[src/inc/stm_regs.vh]
// Register offsets, field positions, reset values and timing counts of the timer.
`ifndef STM_REGS_VH
`define STM_REGS_VH

// ----------------------------------------
// Byte offsets of the word registers
// ----------------------------------------
`define STM_OFS_RUN_CTRL   6'h00
`define STM_OFS_MODE_CTRL  6'h04
`define STM_OFS_COUNT_LO   6'h08
`define STM_OFS_COUNT_HI   6'h0c
`define STM_OFS_CMPA_LO    6'h10
`define STM_OFS_CMPA_HI    6'h14
`define STM_OFS_PERIOD     6'h18
`define STM_OFS_FLAGS      6'h1c
`define STM_OFS_PRESCALE   6'h20

// ----------------------------------------
// Field positions
// ----------------------------------------
`define STM_RUN_BIT        3
`define STM_MODE_HI        7
`define STM_MODE_LO        6
`define STM_PIN_FN_HI      5
`define STM_PIN_FN_LO      4
`define STM_OC_BIT         3
`define STM_POL_BIT        2
`define STM_DPX_BIT        1
`define STM_CCLR_BIT       0
`define STM_FLAG_A_BIT     0
`define STM_FLAG_P_BIT     1

// ----------------------------------------
// Mode and pin function codes
// ----------------------------------------
`define STM_MODE_CMP       2'h0
`define STM_MODE_CAP       2'h1
`define STM_MODE_PWM       2'h2
`define STM_MODE_TMR       2'h3
`define STM_FN_00          2'h0
`define STM_FN_01          2'h1
`define STM_FN_10          2'h2
`define STM_FN_11          2'h3

// ----------------------------------------
// Reset values and counts
// ----------------------------------------
`define STM_RST_BYTE       8'h00
`define STM_RST_COUNT      16'h0000
`define STM_COUNT_MAX      16'hffff
`define STM_LOW_BYTE_MAX   8'hff

`endif

[src/hdl/stm_timer.v]
// Sixteen bit compare, capture and PWM timer with an Avalon-MM register slave.
`timescale 1ns/10ps

`include "stm_regs.vh"

module stm_timer (
  // Clock and reset.
  input  wire        ref_clk,
  input  wire        rst_b,
  // Avalon-MM slave.
  input  wire [5:0]  address,
  input  wire        read,
  input  wire        write,
  input  wire [31:0] writedata,
  input  wire [3:0]  byteenable,
  output reg  [31:0] readdata,
  output reg         waitrequest,
  // Timer pins.
  input  wire        capture_input_pin,
  output reg         timer_output_pin,
  // Interrupt requests.
  output reg         compare_a_flag,
  output reg         compare_p_flag
);

  // ----------------------------------------
  // Registers and state
  // ----------------------------------------
  reg        run_bit;
  reg        run_q;
  reg  [7:0] mode_ctrl;
  reg  [15:0] compare_a_value;
  reg  [7:0] period_compare_reg;
  reg  [7:0] prescale;
  reg  [7:0] pre_cnt;
  reg  [15:0] count;
  reg        pin_state;
  reg        ack;
  reg  [2:0] cap_sync;
  reg        cap_level;

  // Control fields of the mode register, named for the logic below.
  wire [1:0] mode_sel             = mode_ctrl[`STM_MODE_HI:`STM_MODE_LO];
  wire [1:0] pin_fn               = mode_ctrl[`STM_PIN_FN_HI:`STM_PIN_FN_LO];
  wire       output_control_bit   = mode_ctrl[`STM_OC_BIT];
  wire       output_polarity_bit  = mode_ctrl[`STM_POL_BIT];
  wire       duty_period_select   = mode_ctrl[`STM_DPX_BIT];
  wire       counter_clear_select = mode_ctrl[`STM_CCLR_BIT];

  // ----------------------------------------
  // Bus decode
  // ----------------------------------------

  // A request is taken only in the cycle before the acknowledge.
  wire       take     = (read | write) & ~ack;
  wire       wr_en    = take & write & byteenable[0];
  wire [5:0] word_adr = {address[5:2], 2'h0};

  // One write strobe per register except the read-only count.
  wire wr_run     = wr_en & (word_adr == `STM_OFS_RUN_CTRL);
  wire wr_mode    = wr_en & (word_adr == `STM_OFS_MODE_CTRL);
  wire wr_cmpa_lo = wr_en & (word_adr == `STM_OFS_CMPA_LO);
  wire wr_cmpa_hi = wr_en & (word_adr == `STM_OFS_CMPA_HI);
  wire wr_period  = wr_en & (word_adr == `STM_OFS_PERIOD);
  wire wr_flags   = wr_en & (word_adr == `STM_OFS_FLAGS);
  wire wr_pre     = wr_en & (word_adr == `STM_OFS_PRESCALE);

  // ----------------------------------------
  // Timer clock and comparators
  // ----------------------------------------

  // Run rising edge seen one cycle after the write lands.
  wire run_rise = run_bit & ~run_q;

  // The timer clock is an enable pulse every prescale+1 cycles. It is held off in the
  // restart cycle, whose count is still the stale one, so no false match fires there.
  wire tick = run_bit & ~run_rise & (pre_cnt == prescale);

  // Comparator P matches the count against {period-1, 8'hff}, so the register sets the top byte only; zero means full wrap.
  wire [7:0] period_m1 = period_compare_reg - 8'h01;
  wire       ovf_hit   = (count == `STM_COUNT_MAX);
  wire       a_hit     = (count == compare_a_value);
  wire       p_hit     = (period_compare_reg == `STM_RST_BYTE) ? ovf_hit :
                         (count == {period_m1, `STM_LOW_BYTE_MAX});

  // Single pulse shares the PWM mode code; a zero compare A raises no A event in compare or timer mode, though it can still clear the count.
  wire pulse_mode = (mode_sel == `STM_MODE_PWM) & (pin_fn == `STM_FN_11);
  wire a_zero     = (compare_a_value == `STM_RST_COUNT);

  // ----------------------------------------
  // Capture input
  // ----------------------------------------

  // The pin passes three flops; a level counts once the last two agree.
  wire cap_stable = (cap_sync[1] == cap_sync[2]);
  wire cap_rise   = cap_stable & cap_sync[2] & ~cap_level;
  wire cap_fall   = cap_stable & ~cap_sync[2] & cap_level;

  reg cap_edge;
  always @* begin
    case (pin_fn)
      `STM_FN_00: cap_edge = cap_rise;
      `STM_FN_01: cap_edge = cap_fall;
      `STM_FN_10: cap_edge = cap_rise | cap_fall;
      default:    cap_edge = 1'b0;
    endcase
  end

  wire cap_take = (mode_sel == `STM_MODE_CAP) & run_bit & cap_edge;

  // ----------------------------------------
  // Counter clear and event selection
  // ----------------------------------------

  // Matches count only on a timer tick, so one match gives one event.
  reg clr_hit;
  reg a_event;
  reg p_event;
  reg pulse_end;

  always @* begin
    clr_hit   = 1'b0;
    a_event   = 1'b0;
    p_event   = 1'b0;
    pulse_end = 1'b0;
    case (mode_sel)
      `STM_MODE_CMP,
      `STM_MODE_TMR: begin
        if (counter_clear_select) begin
          clr_hit = a_hit;
          p_event = 1'b0;
        end else begin
          clr_hit = p_hit;
          p_event = tick & p_hit;
        end
        a_event = tick & a_hit & ~a_zero;
      end
      `STM_MODE_PWM: begin
        if (pulse_mode) begin
          pulse_end = tick & a_hit;
          a_event   = pulse_end;
        end else begin
          clr_hit = duty_period_select ? a_hit : p_hit;
          a_event = tick & a_hit;
          p_event = tick & p_hit;
        end
      end
      `STM_MODE_CAP: begin
        clr_hit = p_hit;
        p_event = tick & p_hit;
        a_event = cap_take;
      end
      default: begin
        clr_hit = 1'b0;
      end
    endcase
  end

  // ----------------------------------------
  // PWM waveform
  // ----------------------------------------

  // Duty compare: with the duty at or above the period it never ends.
  reg pwm_act;
  always @* begin
    if (duty_period_select) begin
      pwm_act = (period_compare_reg == `STM_RST_BYTE) |
                (count < {period_compare_reg, 8'h00});
    end else begin
      pwm_act = (count < compare_a_value);
    end
  end

  // Active-level request for the PWM and single pulse codes.
  reg want_act;
  always @* begin
    case (pin_fn)
      `STM_FN_00: want_act = 1'b0;
      `STM_FN_01: want_act = 1'b1;
      `STM_FN_10: want_act = pwm_act;
      default:    want_act = run_bit & ~pulse_end;
    endcase
  end

  // ----------------------------------------
  // Compare mode pin level
  // ----------------------------------------

  // Setting to the level already held leaves the pin as it is.
  reg next_pin_state;
  always @* begin
    next_pin_state = pin_state;
    if (run_rise) begin
      next_pin_state = output_control_bit;
    end else if (a_event && (mode_sel == `STM_MODE_CMP)) begin
      case (pin_fn)
        `STM_FN_01: next_pin_state = 1'b0;
        `STM_FN_10: next_pin_state = 1'b1;
        `STM_FN_11: next_pin_state = ~pin_state;
        default:    next_pin_state = pin_state;
      endcase
    end
  end

  // Final pin: timer and capture modes leave it low and unused.
  reg next_pin;
  always @* begin
    case (mode_sel)
      `STM_MODE_CMP: next_pin = next_pin_state ^ output_polarity_bit;
      `STM_MODE_PWM: next_pin = ~(want_act ^ output_control_bit) ^ output_polarity_bit;
      default:       next_pin = 1'b0;
    endcase
  end

  // ----------------------------------------
  // Read multiplexer
  // ----------------------------------------

  // Unmapped addresses read as zero and ignore writes.
  reg [7:0] rd_byte;
  always @* begin
    case (word_adr)
      `STM_OFS_RUN_CTRL:  rd_byte = {4'h0, run_bit, 3'h0};
      `STM_OFS_MODE_CTRL: rd_byte = mode_ctrl;
      `STM_OFS_COUNT_LO:  rd_byte = count[7:0];
      `STM_OFS_COUNT_HI:  rd_byte = count[15:8];
      `STM_OFS_CMPA_LO:   rd_byte = compare_a_value[7:0];
      `STM_OFS_CMPA_HI:   rd_byte = compare_a_value[15:8];
      `STM_OFS_PERIOD:    rd_byte = period_compare_reg;
      `STM_OFS_FLAGS:     rd_byte = {6'h00, compare_p_flag, compare_a_flag};
      `STM_OFS_PRESCALE:  rd_byte = prescale;
      default:            rd_byte = 8'h00;
    endcase
  end

  // ----------------------------------------
  // Bus handshake
  // ----------------------------------------

  // Waitrequest drops for exactly one cycle, the cycle after the take.
  always @(posedge ref_clk) begin
    if (!rst_b) begin
      ack         <= 1'b0;
      waitrequest <= 1'b1;
      readdata    <= 32'h00000000;
    end else begin
      ack         <= take;
      waitrequest <= ~take;
      if (take && read) begin
        readdata <= {24'h000000, rd_byte};
      end
    end
  end

  // ----------------------------------------
  // Control registers
  // ----------------------------------------

  // A compare A match in single pulse mode switches the run bit off.
  always @(posedge ref_clk) begin
    if (!rst_b) begin
      run_bit            <= 1'b0;
      run_q              <= 1'b0;
      mode_ctrl          <= `STM_RST_BYTE;
      period_compare_reg <= `STM_RST_BYTE;
      prescale           <= `STM_RST_BYTE;
    end else begin
      run_q <= run_bit;
      if (pulse_end) begin
        run_bit <= 1'b0;
      end else if (wr_run) begin
        run_bit <= writedata[`STM_RUN_BIT];
      end
      if (wr_mode) begin
        mode_ctrl <= writedata[7:0];
      end
      if (wr_period) begin
        period_compare_reg <= writedata[7:0];
      end
      if (wr_pre) begin
        prescale <= writedata[7:0];
      end
    end
  end

  // Capture overrides a software write to compare A in the same cycle.
  always @(posedge ref_clk) begin
    if (!rst_b) begin
      compare_a_value <= `STM_RST_COUNT;
    end else if (cap_take) begin
      compare_a_value <= count;
    end else begin
      if (wr_cmpa_lo) begin
        compare_a_value[7:0] <= writedata[7:0];
      end
      if (wr_cmpa_hi) begin
        compare_a_value[15:8] <= writedata[7:0];
      end
    end
  end

  // ----------------------------------------
  // Counter and prescaler
  // ----------------------------------------

  // The run rising edge and a clearing match on a tick zero the count; stopping keeps it.
  always @(posedge ref_clk) begin
    if (!rst_b) begin
      count   <= `STM_RST_COUNT;
      pre_cnt <= `STM_RST_BYTE;
    end else if (run_rise) begin
      count   <= `STM_RST_COUNT;
      pre_cnt <= `STM_RST_BYTE;
    end else if (run_bit) begin
      if (tick) begin
        pre_cnt <= `STM_RST_BYTE;
        if (clr_hit) begin
          count <= `STM_RST_COUNT;
        end else begin
          count <= count + 16'h0001;
        end
      end else begin
        pre_cnt <= pre_cnt + 8'h01;
      end
    end
  end

  // ----------------------------------------
  // Flags and pin
  // ----------------------------------------

  // Write one to clear; an event in the same cycle wins over it.
  always @(posedge ref_clk) begin
    if (!rst_b) begin
      compare_a_flag <= 1'b0;
      compare_p_flag <= 1'b0;
    end else begin
      if (a_event) begin
        compare_a_flag <= 1'b1;
      end else if (wr_flags && writedata[`STM_FLAG_A_BIT]) begin
        compare_a_flag <= 1'b0;
      end
      if (p_event) begin
        compare_p_flag <= 1'b1;
      end else if (wr_flags && writedata[`STM_FLAG_P_BIT]) begin
        compare_p_flag <= 1'b0;
      end
    end
  end

  // Synchroniser, filtered capture level and registered output pin.
  always @(posedge ref_clk) begin
    if (!rst_b) begin
      cap_sync         <= 3'h0;
      cap_level        <= 1'b0;
      pin_state        <= 1'b0;
      timer_output_pin <= 1'b0;
    end else begin
      cap_sync <= {cap_sync[1:0], capture_input_pin};
      if (cap_stable) begin
        cap_level <= cap_sync[2];
      end
      pin_state        <= next_pin_state;
      timer_output_pin <= next_pin;
    end
  end

endmodule // stm_timer

[config.mk]
export PLATFORM = sky130hd
export DESIGN_NAME = stm_timer
export DESIGN_NICKNAME = d
export VERILOG_FILES = /design/src/hdl/stm_timer.v
export VERILOG_INCLUDE_DIRS = /design/src /design/src/inc
export SDC_FILE = /design/constraint.sdc
export NUM_CORES = 1
export LEC_CHECK = 0
export ABC_AREA = 1
export BUFFER_PORTS_ARGS = -buffer_cell sky130_fd_sc_hd__buf_2
export CAP_MARGIN = 20
export CORE_UTILIZATION = 35
export CTS_CLUSTER_DIAMETER = 150
export DETAILED_ROUTE_END_ITERATION = 16
export GPL_TIMING_DRIVEN = 0
export PLACE_DENSITY = 0.58
export SYNTH_ARGS = -nofsm -noshare
export SYNTH_HDL_FRONTEND = slang
export SYNTH_SLANG_ARGS = --single-unit
[constraint.sdc]
create_clock -name ref_clk -period 3.7 [get_ports ref_clk]
set_input_delay 0.185 -clock ref_clk [delete_from_list [all_inputs] [get_ports ref_clk]]
set_output_delay 0.185 -clock ref_clk [all_outputs]
set_load 0.01 [all_outputs]
==> impl_results.md, run 1 <==
* Final ANT Viol Nets at 0
* VDD IR max at 215 uV
* Buffers on Ports at 29
* Worst Hold Depth at 3
* Crit end category: flop
* P_sw at 542 uW
* Fin crit share at 0.707
* Gpl congestion at about 0.94
* Global-route usage over all layers at 0.227
* Initial antenna violation count at 1
* Combinational power share at 0.085
* Reg2reg setup slack at around 1100 ps
* TritonCTS buffer count at 9
* Data required time of the worst path at ~4000 ps
* Area growth syn-to-layout at 14.0%
* Post-CTS sizing at 0
* Yosys cell types at 49
* Die Height at 128 um
* WL/cell at 16.0 um
* Period minus WS final at 2610 ps
* HP Start: capture_input_pin
* Gate Count Post-Synth at roughly 840
* Power Density at between 300 and 400 nW/um2
* HP Class: input pin to flop
* Largest net degree at the start of global routing at 17
* Outcome: complete, no violations
* Synth Flop Type: dfxtp_1
* Row Count at 45
* Post-CTS Setup Inserts at 0
* Fraction of the yosys area taken by sequential cells at 0.303
* Launch point of the worst reg-to-reg path: period_compare_reg[0]
* Worst skew pair latency at 360 ps
* Top fanout value on the critical path at 10
* Layout cells sized above 1 at 0.124
* Max cap viols at 0
* Synth Area in Compound Gates at 0.167
* CTS Buffer Depth at 2
* Commonest non-fill, non-tap cell in the layout: nand2_1
* Drt first pass iters at 5
* Final setup margin at 1090 ps
* Root Driver: clkbuf_16
* Largest regs: compare_a_value x16, count x16
* Vias/cell at 4.93
* Final setup violation count at 0
* Final hold viol count at 0
* Mapped Area at 5550 um2
* FMAX at 383 MHz
* WL final at 17.9 mm
* Critical path type: flop to flop
* Antenna Cells at 0
* Tightest Pin Transition at 658 ps
* R2R depth at 16
* Worst-path clk slew at 70 ps
* P_int at 1.43 mW
* DR vias at between 5000 and 6000
* LEAKAGE at 2.96 nW
* Mux contribution to synthesized area at 0
* TritonCTS clock tree: built
* # DRC at 0
* Worst setup SP type: flop
* Drt initial violations at 388
* Die area at 16400 um2
* Most frequent cells in the layout: nand2_1, inv_1, nor2_1
* #FFs+latches synth at 84
* Vias in the first global route at 5020
* Number of flops mapped to enable cells by yosys at 0
* Hold_buf cts at 0
* Async set-reset flop share out of synthesis at 0
* DP HPWL at 14.2 mm
* CTS sink count at 84
* Core ar. at 15300 um2
* Slew margin rel. at 0.559
* Fin. max-slew vios at 0
* Setup TNS at 0 ps
* Clock skew at 12.1 ps
* Place WS at 1100 ps
* Sequential power share at 0.465
* Final nets at 979
* Clock share of power at 0.450
* Yosys warns at 0
* RSZ-0062 raised after global routing: no
* IO Count at 83
* Syn avg cell area at around 6.6 um2
* Reg2reg end: count[8]
* Overflow after GRT at 0
* Initial Util at 0.362
* Combinational family with the most area after synthesis: simple AND/OR/NAND/NOR gates
* Synthesized-area fraction occupied by and/or/nand/nor cells at 0.292
* Synth Area in XOR/XNOR at 0.0237
* Global-route wire length before repair at 27.9 mm
* Switch share at 0.274
* Post-layout util at 0.413
* Die Width at 128 um
* Arrival time at the worst endpoint at 2870 ps
* Adder-cell share of the synthesized area at 0.0722
* Htree depth at 3
* Worst Hold Endpoint: cap_sync[0]
[how the worst max path moves through the flow]
stage                          start   endpoint  slack, ps
4_1_cts        period_compare_reg[0]   count[8]       1090
5_1_grt        period_compare_reg[0]   count[8]        890
3_3_place_gp   period_compare_reg[0]   count[8]       1170
3_5_place_dp   period_compare_reg[0]   count[8]       1100
6_report       period_compare_reg[0]   count[8]       1090
2_1_floorplan  period_compare_reg[0]  count[10]       1660
[final cells by class]
| cell class | instances | area, um2 |
|---|---|---|
| timing repair buffer | 29 | 145 |
| clock buffer | 9 | 225 |
| sequential | 84 | 1680 |
| multi-input combinational | 596 | 3170 |
| inverter | 140 | 526 |
| clock inverter | 7 | 57.6 |
| fill | 1674 | 8990 |
| tap | 211 | 264 |
| buffer | 40 | 260 |
[metal layers]
metal / vias to the layer above / part of all wire / global-route usage
met5: - / 0.00061 / 0
met4: 2 / 0.038 / 0.112
met3: 37 / 0.073 / 0.0488
met2: 176 / 0.43 / 0.344
met1: 2477 / 0.46 / 0.304
li1: 2815 / - / -
[power groups by stage]
stage	clock network (mW)	logic, mW	registers [mW]
6_report	0.888	0.168	0.917
5_1_grt	0.936	0.187	0.918
4_1_cts	0.902	0.166	0.917
3_5_place_dp	0	0.165	0.938
2_1_floorplan	0	0.109	0.938
3_3_place_gp	0	0.165	0.938
[Yosys cell counts (3+ instances only)]
library cell / instances / area, um2
a21oi_1: 50 / 250
buf_4: 25 / 188
clkbuf_1: 9 / 33.8
dfxtp_1: 84 / 1680
ha_1: 32 / 400
inv_1: 133 / 499
inv_2: 5 / 18.8
nand2_1: 164 / 616
nand2_2: 4 / 25.0
nand3_1: 44 / 220
nand4_1: 14 / 87.6
nor2_1: 89 / 334
nor2_2: 17 / 106
nor3_1: 13 / 65.1
o21ai_0: 60 / 300
o221ai_1: 5 / 43.8
o22ai_1: 31 / 194
o31ai_1: 5 / 37.5
o41ai_1: 4 / 35.0
xnor2_1: 3 / 26.3
xor2_1: 12 / 105
[metrics by stage]
step                      instance area, um2  hold slack (ps)  power (mW)  cells
after floorplan                         5640              283        1.05    860
final                                   6330             12.8        1.97   1116
after CTS                               6330             13.8        1.99   1116
after detailed placement                6040              384        1.10   1100
after global placement                  6040              368        1.10   1100
after global routing                    6330             37.3        2.04   1116
[critical path, stage by stage (launching register included)]
cell     delay, ps
dfxtp_1        310
inv_1          250
ha_1           270
nand2_1         80
o21ai_0        200
nand3_2        170
xor2_1         180
nand2_1         90
nor2_2         180
nand3_1         90
nand2_1         60
nand2_1         60
nand2_2         90
nand3_2        130
nand2_2        130
buf_6          180
nor2_2          50
[cell families (layout without fill, tap and decap cells)]
kind of cell / count (synthesis) / count (layout)
flip-flops: 84 / 84
AO/OA/AOI/OAI: 163 / 163
AND/OR/NAND/NOR: 362 / 362
other: 1 / 24
buffers and inverters: 180 / 225
XOR/XNOR: 15 / 15
adder cells (fa/ha/maj): 32 / 32
Note: power is estimated with default switching activity, not from simulation.
==> run 2, diff against run 1 <==
- ABC_AREA: 1 -> 0
- clock period: 3.7 -> 2.5 ns (I/O delays scaled with it)
==> impl_results.md, run 2 <==
* TritonCTS clock tree: built
* Combinational family with the most area after synthesis: simple AND/OR/NAND/NOR gates
* DP HPWL at roughly 13 mm
* Drt initial violations at 432
* IO Count at 83
* Non-filler instance count after layout at between 900 and 1000
* Slew margin rel. at 0.452
* HP Class: input pin to flop
* # DRC at 0
* Synth Flop Type: dfxtp_1
* Outcome: finished, violations left
* Yosys warns at 0
* Combinational power share at 0.084
* Initial Util at 0.360
* Fin crit share at 1.04
* Mapped Area at between 5000 and 6000 um2
* Tightest Pin Transition at approximately 820 ps
* VDD IR max at approximately 360 uV
* P_sw at around 750 uW
* Post-synth top area cell: dfxtp_1
* CTS Buffer Depth at 2
* Clock skew at ~4.8 ps
* Clock share of power at 0.478
* Inst Count DP at 915
* TritonCTS buffer count at 9
* Die Width at 128 um
* M1 GR Usage at 0.304
* Switch share at 0.245
* Vias/cell at 5.44
* Largest net degree at the start of global routing at 16
* Global-route usage over all layers at 0.229
* Most frequent cells in the layout: dfxtp_1, nand2_1, buf_4
* Critical path type: flop to flop
* DR vias at 5210
* Synthesized-area fraction occupied by and/or/nand/nor cells at 0.229
* Place WS at -819 ps
* Post-synth top cells: dfxtp_1, nand2_1, inv_1, nor2_1, nor2b_1
* WL final at 18.1 mm
* Root Driver: clkbuf_16
* Multi-input gate area at 3720 um2
* Arrival time at the worst endpoint at 2880 ps
* WL/cell at 18.9 um
* Sequential cell area at 1750 um2
* Htree depth at 3
* Drt first pass iters at 6
* Area growth syn-to-layout at 24.4%
* Row Count at 45
* FMAX at approximately 380 MHz
* Global-route wire length before repair at 27.8 mm
* Final nets at 821
* Worst setup path startpoint: compare_a_value[14]
* Synth Area in Compound Gates at 0.168
* Post-synth top area share at 0.305
* HP Start: write
* Final setup violation count at 1
* Period minus WS final at approximately 2600 ps
* Met3 Resource Use GR at 0.0276
* Final setup margin at -106 ps
* Yosys cell types at 65
* Most frequent cell after synthesis: dfxtp_1
* LEAKAGE at 2.93 nW
* Largest regs: compare_a_value x16, count x16
* Fraction of the yosys area taken by sequential cells at 0.305
* Gpl congestion at 0.931
* Antenna Cells at 0
* Failing checks: negative setup slack
* Post-layout util at 0.448
* Crit end category: flop
* Worst setup SP type: flop
* Die area at 16300 um2
* Final hold viol count at 0
* Worst-path clk slew at 60 ps
* Number of flops mapped to enable cells by yosys at 0
* Data required time of the worst path at 2770 ps
* Gate Count Post-Synth at 654
* Fin. max-slew vios at 0
* Gr busiest metal: met2
* Adder-cell share of the synthesized area at 0.0726
* Buffers on Ports at 27
* Die Height at 128 um
* Fillers at roughly 1500
* Synth area leaders: dfxtp_1, ha_1, mux2i_1
* Mux contribution to synthesized area at 0.0830
* Sequential power share at 0.438
* Worst skew pair latency at 350 ps
* RSZ-0062 raised after global routing: yes
* Synth Area in XOR/XNOR at 0.0572
* P_int at 2.31 mW
* Final Power at 3.06 mW
* Vias in the first global route at approximately 4900
* Launch point of the worst reg-to-reg path: compare_a_value[14]
* Syn avg cell area at around 8.4 um2
* CTS sink count at 84
* Min Hold Slack at 47.3 ps
* Top fanout value on the critical path at 3
* Met2 Track Usage GR at 0.377
* Async set-reset flop share out of synthesis at 0
* Max cap viols at 0
* Power Density at between 400 and 500 nW/um2
* Initial antenna violation count at 0
* Overflow after GRT at 0
* Commonest non-fill, non-tap cell in the layout: dfxtp_1
* Core ar. at 15300 um2
* Final ANT Viol Nets at 0
* Layout cells sized above 1 at 0.242
* #FFs+latches synth at 84
run 2: cell count changes in the layout (fill, tap and decap cells not counted), sizes merged, moves of 12 or more:
| cell | delta |
|---|---|
| nor2b | +39 |
| o22ai | -31 |
| inv | -101 |
| a21oi | -15 |
| nand2 | -116 |
| o21ai | -38 |
| xor2 | +12 |
| a31oi | +12 |
| nand3 | -30 |
| nor2 | -68 |
| mux2i | +39 |
| buf | +29 |
| o211a | +18 |
run 2: final cells by class:
cell class | count | area share
Sequential cell | 84 | 0.255
Clock buffer | 9 | 0.0328
Multi-Input combinational cell | 499 | 0.542
Tap cell | 211 | 0.0385
Clock inverter | 7 | 0.0146
Inverter | 40 | 0.0219
Buffer | 54 | 0.0461
Timing Repair Buffer | 54 | 0.0496
run 2: path summary, 6_finish.rpt:
check | endpoint | slack [ps] | cells after the start
hold / removal | ack | 50 | 2
hold reg to reg | cap_sync[1] | 470 | 1
setup / recovery | timer_output_pin | -110 | 11
setup reg to reg | timer_output_pin | -110 | 11
run 2: timing repair:
| item | 4_1_cts | 5_1_grt |
|---|---|---|
| setup buffers | 15 | 11 |
| cloned | 0 | 0 |
| hold buffers | 1 | 0 |
| endpoints found under the setup margin | 20 | 17 |
| resized for setup | 61 | 21 |
| pin swaps | 16 | 16 |
| hold endpoints to repair | 1 | 0 |
run 2: worst max-delay path, stage by stage, from the launching register on:
cell and delay, ps:
dfxtp_2 340, inv_2 50, ha_4 260, nand4_1 190
nor4_4 340, buf_4 180, nand4_1 230, a31oi_2 290
o41ai_2 110, xor2_1 230, a21boi_1 120, a22oi_2 190
run 2: logic make-up after synthesis:
logic type | count (synthesis)
xor+xnor | 36
simple gates | 231
other cells | 1
mux | 45
flops | 84
fa+ha+maj | 32
buf+inv | 94
compound gates | 131
run 2: per-stage QoR:
stage / area (um2) / setup TNS [ps]
floorplan: 5600 / 0
global placement: 6000 / -12460
detailed placement: 6000 / -12750
CTS: 6680 / -49.3
global route: 6860 / -608
finish: 6860 / -106
run 2: routing by layer:
| metal | share of wire | routed length [um] | vias to the layer above |
|---|---|---|---|
| li1 | - | - | 2460 |
| met1 | 0.45 | 8240 | 2524 |
| met2 | 0.47 | 8500 | 193 |
| met3 | 0.051 | 925 | 33 |
| met4 | 0.025 | 460 | 0 |
| met5 | 0 | 0 | - |
run 2: power by group through the flow:
stage	combinational [mW]	clock, mW	sequential, mW
6_report	0.256	1.46	1.34
5_1_grt	0.273	1.54	1.34
4_1_cts	0.245	1.49	1.34
3_5_place_dp	0.230	0	1.39
3_3_place_gp	0.229	0	1.39
2_1_floorplan	0.152	0	1.38
